===== src/hw/lsm_pkg.sv =====
package lsm_pkg;

	// register addresses on the seven-bit management register port
	localparam logic [6:0] LSM_ADDR_CONFIG     = 7'h40;
	localparam logic [6:0] LSM_ADDR_IRQ_MODE   = 7'h4a;
	localparam logic [6:0] LSM_ADDR_COPY_ONE   = 7'h4c;
	localparam logic [6:0] LSM_ADDR_COPY_TWO   = 7'h4d;
	localparam logic [6:0] LSM_ADDR_ALERT_MODE = 7'h4e;

	// reset values and the value read at unmapped addresses
	localparam logic [7:0] LSM_RST_COPY_ONE    = 8'h00;
	localparam logic [7:0] LSM_RST_COPY_TWO    = 8'h00;
	localparam logic [7:0] LSM_RST_IRQ_MODE    = 8'h00;
	localparam logic [7:0] LSM_RST_ALERT_MODE  = 8'h00;
	localparam logic [7:0] LSM_RD_UNMAPPED     = 8'h00;

	// field positions
	localparam int LSM_CFG_REINIT_BIT   = 7;
	localparam int LSM_ONCE_BIT         = 3;
	localparam int LSM_OVERTEMP_SIGNAL_MODE_BIT   = 4;
	localparam int LSM_IRQ3_EN_BIT      = 6;
	localparam int LSM_IRQ4_EN_BIT      = 7;
	localparam int LSM_ALERT_EN_BIT     = 6;
	localparam int LSM_ONE_FAN1_BIT     = 6;
	localparam int LSM_ONE_FAN2_BIT     = 7;
	localparam int LSM_TWO_CHASSIS_BIT  = 4;
	localparam int LSM_TWO_OVERTEMP_BIT = 5;
	localparam int LSM_TWO_DIODE1_BIT   = 6;
	localparam int LSM_TWO_DIODE2_BIT   = 7;

	// writable bits and implemented flag bits
	localparam logic [7:0] LSM_IRQ_MODE_WMASK   = 8'hd8;
	localparam logic [7:0] LSM_ALERT_MODE_WMASK = 8'h40;
	localparam logic [7:0] LSM_COPY_ONE_VALID   = 8'hff;
	localparam logic [7:0] LSM_COPY_TWO_VALID   = 8'hf3;

	typedef enum {
		LSM_SEL_NONE,
		LSM_SEL_CONFIG,
		LSM_SEL_IRQ_MODE,
		LSM_SEL_COPY_ONE,
		LSM_SEL_COPY_TWO,
		LSM_SEL_ALERT_MODE
	} lsm_sel_t;

endpackage


===== src/hw/lsm_top.sv =====
`timescale 1ns/1ps
module lsm_top (
	input  wire logic       CLK_IN,
	input  wire logic       RESET_IN,
	input  wire logic [6:0] ADDR_IN,
	input  wire logic       WR_STROBE_IN,
	input  wire logic [7:0] WR_DATA_IN,
	input  wire logic       RD_STROBE_IN,
	output logic      [7:0] RD_DATA_OUT,
	output logic            RD_VALID_OUT,
	output logic            WR_IGNORED_OUT,
	input  wire logic [5:0] LIMIT_ONE_IN,
	input  wire logic       FAN_ONE_AUX_MODE_IN,
	input  wire logic       FAN_ONE_COUNT_IN,
	input  wire logic       AUX_ONE_LIMIT_IN,
	input  wire logic       FAN_TWO_AUX_MODE_IN,
	input  wire logic       FAN_TWO_COUNT_IN,
	input  wire logic       AUX_TWO_LIMIT_IN,
	input  wire logic [1:0] LIMIT_TWO_IN,
	input  wire logic       CHASSIS_INTRUSION_INPUT_IN,
	input  wire logic       OVERTEMP_SIGNAL_N_IN,
	input  wire logic       REMOTE_DIODE_ONE_FAULT_IN,
	input  wire logic       REMOTE_DIODE_TWO_FAULT_IN,
	input  wire logic [7:0] PRIMARY_CLEAR_ONE_IN,
	input  wire logic [7:0] PRIMARY_CLEAR_TWO_IN,
	input  wire logic       EXTERNAL_IRQ_ENABLE_IN,
	input  wire logic       ID_BIT3_IRQ_INPUT_IN,
	input  wire logic       ID_BIT4_IRQ_INPUT_IN,
	output logic            IRQ3_REQUEST_OUT,
	output logic            IRQ4_REQUEST_OUT,
	output logic            OVERTEMP_ACPI_MODE_OUT,
	output logic            ONCE_MODE_OUT,
	output logic            ALERT_MODE_ENABLE_OUT,
	output logic            REINIT_OUT,
	output logic      [7:0] STATUS_ONE_OUT,
	output logic      [7:0] STATUS_TWO_OUT
);

	typedef struct packed {
		logic [7:0] rd_data;
		logic       rd_valid;
		logic       wr_ignored;
		logic [7:0] irq_mode;
		logic [7:0] alert_mode;
		logic       reinit;
		logic       irq3;
		logic       irq4;
	} lsm_top_state_t;

	lsm_top_state_t st_q;
	lsm_top_state_t st_d;

	logic [7:0]        event_one;
	logic [7:0]        event_two;
	logic [7:0]        flags_one;
	logic [7:0]        flags_two;
	logic              reinit_now;
	lsm_pkg::lsm_sel_t wr_sel;
	lsm_pkg::lsm_sel_t rd_sel;

	// address decode shared by reads and writes
	function automatic lsm_pkg::lsm_sel_t decode_addr(
		input logic [6:0] addr
	);
		lsm_pkg::lsm_sel_t sel;
		if (addr == lsm_pkg::LSM_ADDR_CONFIG) begin
			sel = lsm_pkg::LSM_SEL_CONFIG;
		end else if (addr == lsm_pkg::LSM_ADDR_IRQ_MODE) begin
			sel = lsm_pkg::LSM_SEL_IRQ_MODE;
		end else if (addr == lsm_pkg::LSM_ADDR_COPY_ONE) begin
			sel = lsm_pkg::LSM_SEL_COPY_ONE;
		end else if (addr == lsm_pkg::LSM_ADDR_COPY_TWO) begin
			sel = lsm_pkg::LSM_SEL_COPY_TWO;
		end else if (addr == lsm_pkg::LSM_ADDR_ALERT_MODE) begin
			sel = lsm_pkg::LSM_SEL_ALERT_MODE;
		end else begin
			sel = lsm_pkg::LSM_SEL_NONE;
		end
		return sel;
	endfunction

	assign wr_sel = decode_addr(ADDR_IN);
	assign rd_sel = decode_addr(ADDR_IN);

	// reinitialise request from the configuration register
	assign reinit_now = WR_STROBE_IN &&
		(wr_sel == lsm_pkg::LSM_SEL_CONFIG) &&
		WR_DATA_IN[lsm_pkg::LSM_CFG_REINIT_BIT];

	lsm_event_map u_event_map (
		.clk_in              (CLK_IN),
		.reset_in            (RESET_IN),
		.limit_one_in        (LIMIT_ONE_IN),
		.fan_one_aux_mode_in (FAN_ONE_AUX_MODE_IN),
		.fan_one_count_in    (FAN_ONE_COUNT_IN),
		.aux_one_limit_in    (AUX_ONE_LIMIT_IN),
		.fan_two_aux_mode_in (FAN_TWO_AUX_MODE_IN),
		.fan_two_count_in    (FAN_TWO_COUNT_IN),
		.aux_two_limit_in    (AUX_TWO_LIMIT_IN),
		.limit_two_in        (LIMIT_TWO_IN),
		.chassis_in          (CHASSIS_INTRUSION_INPUT_IN),
		.overtemp_n_in       (OVERTEMP_SIGNAL_N_IN),
		.diode_one_fault_in  (REMOTE_DIODE_ONE_FAULT_IN),
		.diode_two_fault_in  (REMOTE_DIODE_TWO_FAULT_IN),
		.event_one_out       (event_one),
		.event_two_out       (event_two)
	);

	// first status set, sticky until the primary copy is cleared
	lsm_flag_bank u_flags_one (
		.clk_in    (CLK_IN),
		.reset_in  (RESET_IN),
		.wipe_in   (reinit_now),
		.set_in    (event_one),
		.clear_in  (PRIMARY_CLEAR_ONE_IN),
		.flags_out (flags_one)
	);

	// second status set, reserved lanes never set
	lsm_flag_bank u_flags_two (
		.clk_in    (CLK_IN),
		.reset_in  (RESET_IN),
		.wipe_in   (reinit_now),
		.set_in    (event_two),
		.clear_in  (PRIMARY_CLEAR_TWO_IN & lsm_pkg::LSM_COPY_TWO_VALID),
		.flags_out (flags_two)
	);

	always_comb begin
		st_d            = st_q;
		st_d.rd_valid   = 1'b0;
		st_d.wr_ignored = 1'b0;
		st_d.reinit     = reinit_now;

		// register writes
		if (WR_STROBE_IN) begin
			case (wr_sel)
				lsm_pkg::LSM_SEL_IRQ_MODE: begin
					st_d.irq_mode = (WR_DATA_IN &
						lsm_pkg::LSM_IRQ_MODE_WMASK) |
						(st_q.irq_mode &
						~lsm_pkg::LSM_IRQ_MODE_WMASK);
				end
				lsm_pkg::LSM_SEL_ALERT_MODE: begin
					st_d.alert_mode = (WR_DATA_IN &
						lsm_pkg::LSM_ALERT_MODE_WMASK) |
						(st_q.alert_mode &
						~lsm_pkg::LSM_ALERT_MODE_WMASK);
				end
				lsm_pkg::LSM_SEL_COPY_ONE: begin
					st_d.wr_ignored = 1'b1;
				end
				lsm_pkg::LSM_SEL_COPY_TWO: begin
					st_d.wr_ignored = 1'b1;
				end
				lsm_pkg::LSM_SEL_CONFIG: begin
					st_d.wr_ignored = 1'b0;
				end
				default: begin
					st_d.wr_ignored = 1'b1;
				end
			endcase
		end

		// reinitialise returns control state to reset values
		if (reinit_now) begin
			st_d.irq_mode   = lsm_pkg::LSM_RST_IRQ_MODE;
			st_d.alert_mode = lsm_pkg::LSM_RST_ALERT_MODE;
		end

		// register reads, no side effects on the flags
		if (RD_STROBE_IN) begin
			st_d.rd_valid = 1'b1;
			case (rd_sel)
				lsm_pkg::LSM_SEL_COPY_ONE: begin
					st_d.rd_data = flags_one &
						lsm_pkg::LSM_COPY_ONE_VALID;
				end
				lsm_pkg::LSM_SEL_COPY_TWO: begin
					st_d.rd_data = flags_two &
						lsm_pkg::LSM_COPY_TWO_VALID;
				end
				lsm_pkg::LSM_SEL_IRQ_MODE: begin
					st_d.rd_data = st_q.irq_mode;
				end
				lsm_pkg::LSM_SEL_ALERT_MODE: begin
					st_d.rd_data = st_q.alert_mode;
				end
				default: begin
					st_d.rd_data = lsm_pkg::LSM_RD_UNMAPPED;
				end
			endcase
		end

		// external interrupt inputs
		st_d.irq3 = st_q.irq_mode[lsm_pkg::LSM_IRQ3_EN_BIT] &
			EXTERNAL_IRQ_ENABLE_IN & ID_BIT3_IRQ_INPUT_IN;
		st_d.irq4 = st_q.irq_mode[lsm_pkg::LSM_IRQ4_EN_BIT] &
			EXTERNAL_IRQ_ENABLE_IN & ID_BIT4_IRQ_INPUT_IN;
	end

	always_ff @(posedge CLK_IN) begin
		if (RESET_IN) begin
			st_q <= '0;
		end else begin
			st_q <= st_d;
		end
	end

	assign RD_DATA_OUT            = st_q.rd_data;
	assign RD_VALID_OUT           = st_q.rd_valid;
	assign WR_IGNORED_OUT         = st_q.wr_ignored;
	assign REINIT_OUT             = st_q.reinit;
	assign IRQ3_REQUEST_OUT       = st_q.irq3;
	assign IRQ4_REQUEST_OUT       = st_q.irq4;
	assign OVERTEMP_ACPI_MODE_OUT =
		st_q.irq_mode[lsm_pkg::LSM_OVERTEMP_SIGNAL_MODE_BIT];
	assign ONCE_MODE_OUT          = st_q.irq_mode[lsm_pkg::LSM_ONCE_BIT];
	assign ALERT_MODE_ENABLE_OUT  =
		st_q.alert_mode[lsm_pkg::LSM_ALERT_EN_BIT];
	assign STATUS_ONE_OUT         = flags_one;
	assign STATUS_TWO_OUT         = flags_two;

endmodule


===== src/hw/lsm_event_map.sv =====
`timescale 1ns/1ps
module lsm_event_map (
	input  wire logic       clk_in,
	input  wire logic       reset_in,
	input  wire logic [5:0] limit_one_in,
	input  wire logic       fan_one_aux_mode_in,
	input  wire logic       fan_one_count_in,
	input  wire logic       aux_one_limit_in,
	input  wire logic       fan_two_aux_mode_in,
	input  wire logic       fan_two_count_in,
	input  wire logic       aux_two_limit_in,
	input  wire logic [1:0] limit_two_in,
	input  wire logic       chassis_in,
	input  wire logic       overtemp_n_in,
	input  wire logic       diode_one_fault_in,
	input  wire logic       diode_two_fault_in,
	output logic      [7:0] event_one_out,
	output logic      [7:0] event_two_out
);

	typedef struct packed {
		logic [7:0] ev_one;
		logic [7:0] ev_two;
	} lsm_map_state_t;

	lsm_map_state_t st_q;
	lsm_map_state_t st_d;

	always_comb begin
		st_d        = st_q;
		st_d.ev_one = 8'h00;
		st_d.ev_two = 8'h00;
		st_d.ev_one[5:0] = limit_one_in;
		st_d.ev_one[lsm_pkg::LSM_ONE_FAN1_BIT] = fan_one_aux_mode_in ?
			aux_one_limit_in : fan_one_count_in;
		st_d.ev_one[lsm_pkg::LSM_ONE_FAN2_BIT] = fan_two_aux_mode_in ?
			aux_two_limit_in : fan_two_count_in;
		st_d.ev_two[1:0] = limit_two_in;
		st_d.ev_two[lsm_pkg::LSM_TWO_CHASSIS_BIT]  = chassis_in;
		st_d.ev_two[lsm_pkg::LSM_TWO_OVERTEMP_BIT] = ~overtemp_n_in;
		st_d.ev_two[lsm_pkg::LSM_TWO_DIODE1_BIT]   = diode_one_fault_in;
		st_d.ev_two[lsm_pkg::LSM_TWO_DIODE2_BIT]   = diode_two_fault_in;
		st_d.ev_one = st_d.ev_one & lsm_pkg::LSM_COPY_ONE_VALID;
		st_d.ev_two = st_d.ev_two & lsm_pkg::LSM_COPY_TWO_VALID;
	end

	always_ff @(posedge clk_in) begin
		if (reset_in) begin
			st_q <= '0;
		end else begin
			st_q <= st_d;
		end
	end

	assign event_one_out = st_q.ev_one;
	assign event_two_out = st_q.ev_two;

endmodule


===== src/hw/lsm_flag_bank.sv =====
`timescale 1ns/1ps
module lsm_flag_bank (
	input  wire logic       clk_in,
	input  wire logic       reset_in,
	input  wire logic       wipe_in,
	input  wire logic [7:0] set_in,
	input  wire logic [7:0] clear_in,
	output logic      [7:0] flags_out
);

	typedef struct packed {
		logic [7:0] flags;
	} lsm_bank_state_t;

	lsm_bank_state_t st_q;
	lsm_bank_state_t st_d;
	logic      [7:0] nxt;

	// per flag: set wins over clear, wipe wins over both
	genvar i;
	generate
		for (i = 0; i < 8; i++) begin : g_flag
			assign nxt[i] = wipe_in ? 1'b0 :
				(set_in[i] | (st_q.flags[i] & ~clear_in[i]));
		end
	endgenerate

	always_comb begin
		st_d       = st_q;
		st_d.flags = nxt;
	end

	always_ff @(posedge clk_in) begin
		if (reset_in) begin
			st_q <= '0;
		end else begin
			st_q <= st_d;
		end
	end

	assign flags_out = st_q.flags;

endmodule


===== config.mk =====
export PLATFORM = sky130hd
export DESIGN_NAME = lsm_top
export DESIGN_NICKNAME = d
export VERILOG_FILES = /design/src/hw/lsm_pkg.sv /design/src/hw/lsm_top.sv /design/src/hw/lsm_event_map.sv /design/src/hw/lsm_flag_bank.sv
export SDC_FILE = /design/constraint.sdc
export NUM_CORES = 1
export LEC_CHECK = 0
export BUFFER_PORTS_ARGS = -buffer_cell sky130_fd_sc_hd__buf_4
export CORE_MARGIN = 2
export CORE_UTILIZATION = 45
export DETAILED_ROUTE_END_ITERATION = 16
export PLACE_DENSITY = 0.85
export SYNTH_ARGS = -nofsm -noshare
export SYNTH_HDL_FRONTEND = slang
export SYNTH_SLANG_ARGS = --single-unit

===== constraint.sdc =====
create_clock -name CLK_IN -period 1.2 [get_ports CLK_IN]
set_input_delay 0.12 -clock CLK_IN [delete_from_list [all_inputs] [get_ports CLK_IN]]
set_output_delay 0.12 -clock CLK_IN [all_outputs]
set_load 0.02 [all_outputs]

# == Word-level counts from Yosys, hierarchy flattened ==
# Index checks and enable logic that the tools add are counted.
# totals
ff_bits,61
latch_bits,0
mem_bits_rw,0
romBits,0
inputBits,56
output_inout_bits,32
word_cells,93
memories,0
# classes
addsub,0
n_mul,0
n_div,0
order_cmp,0
eq_ne,11
n_shift,0
mux,10
bitwise_logic,52
reduce_logical,7
# ops
cell,count
32-bit by 2-bit == test with 1-bit output (second input constant),3
32-bit 2-to-1 mux,3
32-bit by 3-bit == test with 1-bit output (second input constant),2
7-bit == test (second input constant),5
32-bit by 1-bit == test with 1-bit output (second input constant),1
8-bit one-hot mux with 4 select lines,1
1-bit AND,18
1-bit inverter,16
1-bit OR,16
7-bit by 8-bit OR with 8-bit output,1
8-bit by 6-bit OR with 8-bit output,1
3-bit 2-to-1 mux,2
1-bit 2-to-1 mux,4
2-bit AND reduction,2
2-bit OR reduction,2
3-bit OR reduction,1
1-bit logical AND,2

# == Longest topological paths before layout ==
# Gate-level depths: netlist of the first run.
# depth
ltp_word,10
mapped_depth,5
mapped_depth_nobuf,3

# == Hierarchy ==
# From an unflattened synthesis of the first run, not the netlist that was laid out.
# hier_totals
hier_cells,199
area_unflattened_um2,2008.2
# modules_own_cells
module,n_inst,cells_per_inst,area_per_inst_um2,seq_area_each_um2
lsm_top,1,97,914.6,360.3
lsm_flag_bank,2,34,327.8,160.2
lsm_event_map,1,34,437.9,280.3

# == Least setup slack after synthesis of the first run ==
# No wires, ideal clock.
# synth_path
path_type,reg2reg
startpoint,"reg u_flags_two.st_q, in the netlist u_flags_two.flags_out[6]"
endpoint,"reg st_q, in the netlist RD_DATA_OUT[6]"
setup_ns,0.123
t_arrival_ns,0.869
t_required_ns,1.077
slack_ns,0.207
path_stages_with_launch,4
path_buffers,0
period_less_slack_ns,0.993
path_cell_list,dfxtp_1 > mux2_2 > a22oi_1 > o21ai_0
# synth_via
elab_chain_len,1
# synth_rtl
element,line,text
from (decl),lsm_flag_bank.sv:15,lsm_bank_state_t st_q;
from (signal assigned),lsm_flag_bank.sv:37,st_q <= st_d;
8-bit one-hot mux with 4 select lines,lsm_top.sv:174,case (rd_sel)
to (signal assigned),lsm_top.sv:206,st_q <= st_d;
to (decl),lsm_top.sv:50,lsm_top_state_t st_q;
# No other way between the ends.
# A chain may end at the register's enable or synchronous reset.

# == Worst setup path in the final report of the first run ==
# layout_path
startpoint,"reg u_flags_one.st_q, in the netlist u_flags_one.flags_out[6]"
endpoint,"reg st_q, in the netlist RD_DATA_OUT[6]"
# layout_via
elab_chain_len,1
# layout_rtl
element,line
from (decl),lsm_flag_bank.sv:15
from (signal assigned),lsm_flag_bank.sv:37
8-bit one-hot mux with 4 select lines,lsm_top.sv:174
# No other way between the ends.

==> run summary, run 1 <==
Avg WL per Cell - 12.5 µm
Layout area overhead - 37.8%
fmax - 1.00 GHz
M1 WL - 1.76 mm
critical path class - reg2reg
H-tree Lvls - 2
final core utilization - 63.6%
Leak - 1.18 nW
Synth async-reset ratio - 0%
mapped cell area - 0.00183 mm²
Rows - 23
Worst R2R Start - u_flags_one.flags_out[6]
drt pass-1 iters - 4
Ys Warns - 0
clk_lat worst skew - 0.30 ns
layout cells sized above 1 - 36.6%
MaxCap Viol Count - 0
register share of total power - 51.4%
Comb power frac - 12.6%
clock tree buffer depth - 2
routability cong. - 0.820
first-pass GRT wire length - 6.21 mm
DIE HEIGHT - 67.8 µm
Routed Antenna Nets - 0
Nets - 328
vias in the first global route - 1460
Mean Syn Cell Area - 9.35 µm²
Post-route DRC - 0
Final Max Slew Viols - 0
final hold vios - 0
Die W - 67.8 µm
# IOs - 88
Worst EP arrival - 1.19 ns
crit share post-route - 83.3%
DR vias/cell - 4.96
global route total overflow - 0
post-synth cell types - 36
Final TNS setup - 0 ns
Buffers on Ports - 79
worst r2r path cells - 3
Root Driver - clkbuf_8
hold path depth - 2
HP Class - in2reg
clock network power share - 36.0%
Fin Clk Skew - 0.00814 ns
pin count of the biggest net entering global routing - 16
met3 wire len - 242 µm
hold path startpoint - LIMIT_ONE_IN[4]
Max VDD drop - 1.02 mV
Setup crit end kind - flop
Cell Area, Placed - 0.00240 mm²
CTS clk-pin slew, worst paths - 0.09 ns
NetSw - 0.719 mW
Yosys top cell area share - 50.3%
commonest cells after routing, fill and taps aside - buf_4, dfxtp_1, a21oi_1, nor2_1, inv_1
sw frac - 22.9%
CP Launch Point - u_flags_one.flags_out[6]
outcome - finished clean
Pint - 2.42 mW
register area share after synthesis - 50.3%
min Tclk post-route - 0.999 ns
P per Cell Area - 1240 mW/mm²
max layer used - met4
die area - 0.00460 mm²
design area - 0.00252 mm²
met2 WL - 1.95 mm
total CTS buffers - 5
Setup Viol. Count Final - 0
CORE AREA - 0.00397 mm²
ranking of synthesized cells by area - dfxtp_1, a21oi_1, buf_4, nor2b_1, nor2_1
gr usage total - 18.4%
post-CTS setup buffer count - 0
Top FF cell, synth - dfxtp_1
Clock Sinks - 46
leading cell type in the layout, fill and taps excluded - buf_4
crit path max fanout - 3
TritonCTS clock tree - done
initial antenna violation count - 0
CTS Hold Bufs - 1
vias - 1602
final WL - 4.05 mm
number of enable flip-flop cells after synthesis - 0
number of diodes - 0
CP required - 1.39 ns
Mapped Cells - 196
startpoint type of the worst setup path - flop
DP HPWL - 3.07 mm
CTS resizes - 0
DR iter-0 viols - 52
area leader, netlist - dfxtp_1
flops & latches, synth - 46
Initial Util - 46.1%
unrepaired setup endpoints after global routing - false
==> power groups by stage <==
stage	clock network (mW)	logic, mW	registers, mW
5_1_grt	1.23	0.433	1.62
3_5_place_dp	0	0.391	1.65
6_report	1.13	0.395	1.61
3_3_place_gp	0	0.385	1.65
4_1_cts	1.16	0.397	1.61
2_1_floorplan	0	0.155	1.68
==> final timing paths <==
kind / to / slack (ns)
setup / recovery: RD_DATA_OUT[6] / 0.20
hold / removal: u_event_map.event_one_out[4] / 0.02
setup reg to reg: RD_DATA_OUT[6] / 0.20
hold reg to reg: u_flags_two.flags_out[7] / 0.44
==> layer usage <==
metal / GRT usage, % / vias up
met1: 22.8 / 734
met2: 29.7 / 55
met5: 0 / -
met3: 4.00 / 9
li1: - / 804
met4: 10.0 / 0
==> critical path: stages (launching register included) <==
cell and delay [ns]:
dfxtp_1 0.34, mux2_2 0.28, a22oi_1 0.17, o21ai_0 0.10
==> state kept, by name, indices dropped and copies added (netlist names) <==
register,count
u_event_map.event_two_out,6
RD_DATA_OUT,8
RD_VALID_OUT,1
REINIT_OUT,1
ONCE_MODE_OUT,1
OVERTEMP_ACPI_MODE_OUT,1
u_event_map.event_one_out,8
u_flags_two.flags_out,6
IRQ3_REQUEST_OUT,1
WR_IGNORED_OUT,1
u_flags_one.flags_out,8
ALERT_MODE_ENABLE_OUT,1
st_q,2
IRQ4_REQUEST_OUT,1
==> Yosys cell counts, types with 2 or more instances <==
cell type  number
nor3b_2         2
buf_4          13
mux2_2          2
nand4_1         2
buf_2           3
nor3b_1         2
nand3_1         6
a21oi_1        20
buf_6           2
nor2b_1        14
inv_1          17
o21ai_0         8
mux2i_1         5
nand4bb_1       2
nand2_1         8
nand4b_1        4
dfxtp_1        46
a32oi_1         4
and3_1          2
nor2_1         18
==> per-stage QoR <==
step | hold WS [ns] | instances | power (mW) | setup slack [ns]
2_1_floorplan | 0.187 | 197 | 1.83 | 0.207
3_3_place_gp | 0.273 | 314 | 2.03 | 0.0580
3_5_place_dp | 0.275 | 314 | 2.04 | 0.0378
4_1_cts | 0.0173 | 323 | 3.17 | 0.203
5_1_grt | 0.0158 | 323 | 3.28 | 0.145
6_report | 0.0230 | 323 | 3.14 | 0.201
==> cell families after synthesis <==
group           count (synthesis)  synth area share, %
buf+inv                        36                 11.1
other cells                     1                0.205
compound gates                 40                 13.5
mux                             7                 3.96
simple gates                   66                 21.0
flops                          46                 50.3
==> area by class of cell <==
| cell class | instances | area (µm²) |
|---|---|---|
| Clock buffer | 6 | 72.6 |
| Clock inverter | 2 | 37.5 |
| Multi-Input combinational cell | 115 | 712 |
| Fill cell | 359 | 1450 |
| Sequential cell | 46 | 921 |
| Inverter | 17 | 63.8 |
| Tap cell | 50 | 62.6 |
| Timing Repair Buffer | 87 | 656 |
Power figures use the tool's default switching activity.
==> run 2: changes to the inputs <==
==> constraint.sdc (replaced) <==
create_clock -name CLK_IN -period 0.92 [get_ports CLK_IN]
set_input_delay 0.092 -clock CLK_IN [delete_from_list [all_inputs] [get_ports CLK_IN]]
set_output_delay 0.092 -clock CLK_IN [all_outputs]
set_load 0.02 [all_outputs]
==> run 2 against run 1 <==
Net effect:
- combinational power increased by 53%
- global-route usage increased by 3.4 points
- via count increased by 8.0%
- worst setup slack got worse by 0.24 ns
- utilization increased by 5.6 points
- the flow now finishes with violations (setup timing)
- cell count increased by 6.5%
- critical endpoint is now STATUS_TWO_OUT[6]
- clock-buffer cell count increased by 1
- worst hold slack got worse by 0.020 ns
- sequential cell count unchanged
- non-clock buffer count increased by 21
==> run summary, run 2 (synthesized netlist as in run 1, its figures left out) <==
outcome - finished with violations
failing checks - setup timing
Routed Antenna Nets - 0 (unchanged)
vias - 1730 (+8.0%)
Nets - 349 (+6.4%)
Die W - 67.8 µm (unchanged)
DR iter-0 viols - 115 (+120%)
pin count of the biggest net entering global routing - 14 (-2)
die area - 0.00460 mm² (unchanged)
# IOs - 88 (unchanged)
CORE AREA - 0.00397 mm² (unchanged)
Worst path slowest cell - dfxtp_4
final WL - 4.82 mm (+19%)
DP HPWL - 3.53 mm (+15%)
clk_lat worst skew - 0.30 ns (about the same)
fillcell total - 300 (-16%)
Buffers on Ports - 79 (unchanged)
Root Driver - clkbuf_8
first-pass GRT wire length - 7.35 mm (+18%)
PnR worst setup slack - -0.0431 ns (-0.244 ns)
global route total overflow - 0 (unchanged)
Post-route DRC - 0 (unchanged)
unrepaired setup endpoints after global routing - true
worst hold margin - 0.00320 ns (-0.0198 ns)
DR vias/cell - 5.03 (+1.4%)
H-tree Lvls - 2 (unchanged)
CP peak stage delay - 0.35 ns (about the same)
Rows - 23 (unchanged)
MaxCap Viol Count - 0 (unchanged)
crit path max fanout - 2 (-1)
Tot Pwr - 4.16 mW (+33%)
leading cell type in the layout, fill and taps excluded - buf_4
Leak - 1.30 nW (+10%)
vias in the first global route - 1642 (+12%)
critical path class - reg2out
Clock Sinks - 46 (unchanged)
commonest cells after routing, fill and taps aside - buf_4, dfxtp_1, dfxtp_2, a21oi_1, nor2_1
Max VDD drop - 1.01 mV (-0.85%)
crit share post-route - 105%
drt pass-1 iters - 4 (unchanged)
initial antenna violation count - 0 (unchanged)
routability cong. - 0.779 (-5.0%)
Fin Clk Skew - 0.00727 ns (-0.000870 ns)
Setup Viol. Count Final - 3 (+3)
number of diodes - 0 (unchanged)
CP required - 0.83 ns (-0.56 ns)
Setup crit end kind - output port
layout cells sized above 1 - 47.6% (+11 points)
DIE HEIGHT - 67.8 µm (unchanged)
fmax - 1.04 GHz
final core utilization - 69.2% (+5.6 points)
Final Max Slew Viols - 0 (unchanged)
dpl ws - -0.172 ns (-0.210 ns)
Worst path top cell family by delay - flip-flops
min Tclk post-route - 0.963 ns
Worst EP arrival - 0.87 ns (-0.32 ns)
Avg WL per Cell - 14.0 µm (+12%)
HP Class - in2reg
clock tree buffer depth - 2 (unchanged)
gr usage total - 21.8% (+3.4 points)
P per Cell Area - 1510 mW/mm² (+22%)
total CTS buffers - 5 (unchanged)
CP bufs+invs - 2 (+2)
final hold vios - 0 (unchanged)
Initial Util - 46.1% (unchanged)
Layout area overhead - 50.0%
startpoint type of the worst setup path - flop
TritonCTS clock tree - done
CTS clk-pin slew, worst paths - 0.08 ns (about the same)
CP cell instances - buf_6, buf_6
cell mode on critical path - buf_6
[run 2: report_power, final]
part           total, mW  leakage, nW  internal, mW  switching (mW)
sequential          2.11        0.387          2.07          0.0402
combinational      0.606        0.859         0.341           0.264
clock               1.45       0.0524         0.813           0.635
total               4.16         1.30          3.22           0.939
[run 2: timing repair]
item / 4_1_cts / 5_1_grt
setup buffers: 0 / 2
gates resized for setup: 16 / 9
hold buffers: 4 / 0
pin swaps: 2 / 2
endpoints found under the setup margin: 13 / 14
hold endpoints to repair: 4 / 0
[run 2: area by class of cell]
class	count	area (µm²)	share of cell area [%]
clock buffers	7	76.3	2.78
well taps	50	62.6	2.28
clock inverters	1	30.0	1.09
inverters	17	63.8	2.32
repair buffers	108	840	30.6
multi-input cells	115	726	26.4
flip-flops and latches	46	950	34.6
[run 2: per-layer routing]
metal  up-vias  track usage (%)  part of all wire (%)
met1       810             23.7                    40
met4         0             7.75                   2.1
li1        846                -                     -
met2        61             39.8                    52
met3        13             6.33                   6.4
met5         -                0                     0
[run 2: final timing paths]
path	startpoint	endpoint	slack [ns]	cells past startpoint
hold / removal	REMOTE_DIODE_TWO_FAULT_IN	u_event_map.event_two_out[7]	0.003	2
setup reg to reg	u_flags_two.flags_out[6]	RD_DATA_OUT[6]	-0.02	3
hold reg to reg	u_event_map.event_one_out[6]	u_flags_one.flags_out[6]	0.44	2
setup / recovery	u_flags_two.flags_out[6]	STATUS_TWO_OUT[6]	-0.04	2
[run 2: worst register-to-register path: stages (launching register included)]
cell and delay, ns:
dfxtp_4 0.35, mux2_4 0.26, a22oi_2 0.15, o21ai_1 0.08
[run 2: metrics by stage]
step / instances / TNS, ns / cell area, µm²
4_1_cts: 342 / -0.118 / 2720
3_3_place_gp: 331 / -2.62 / 2540
6_report: 344 / -0.0935 / 2750
2_1_floorplan: 197 / -0.0351 / 1850
3_5_place_dp: 331 / -3.34 / 2540
5_1_grt: 344 / -0.193 / 2750
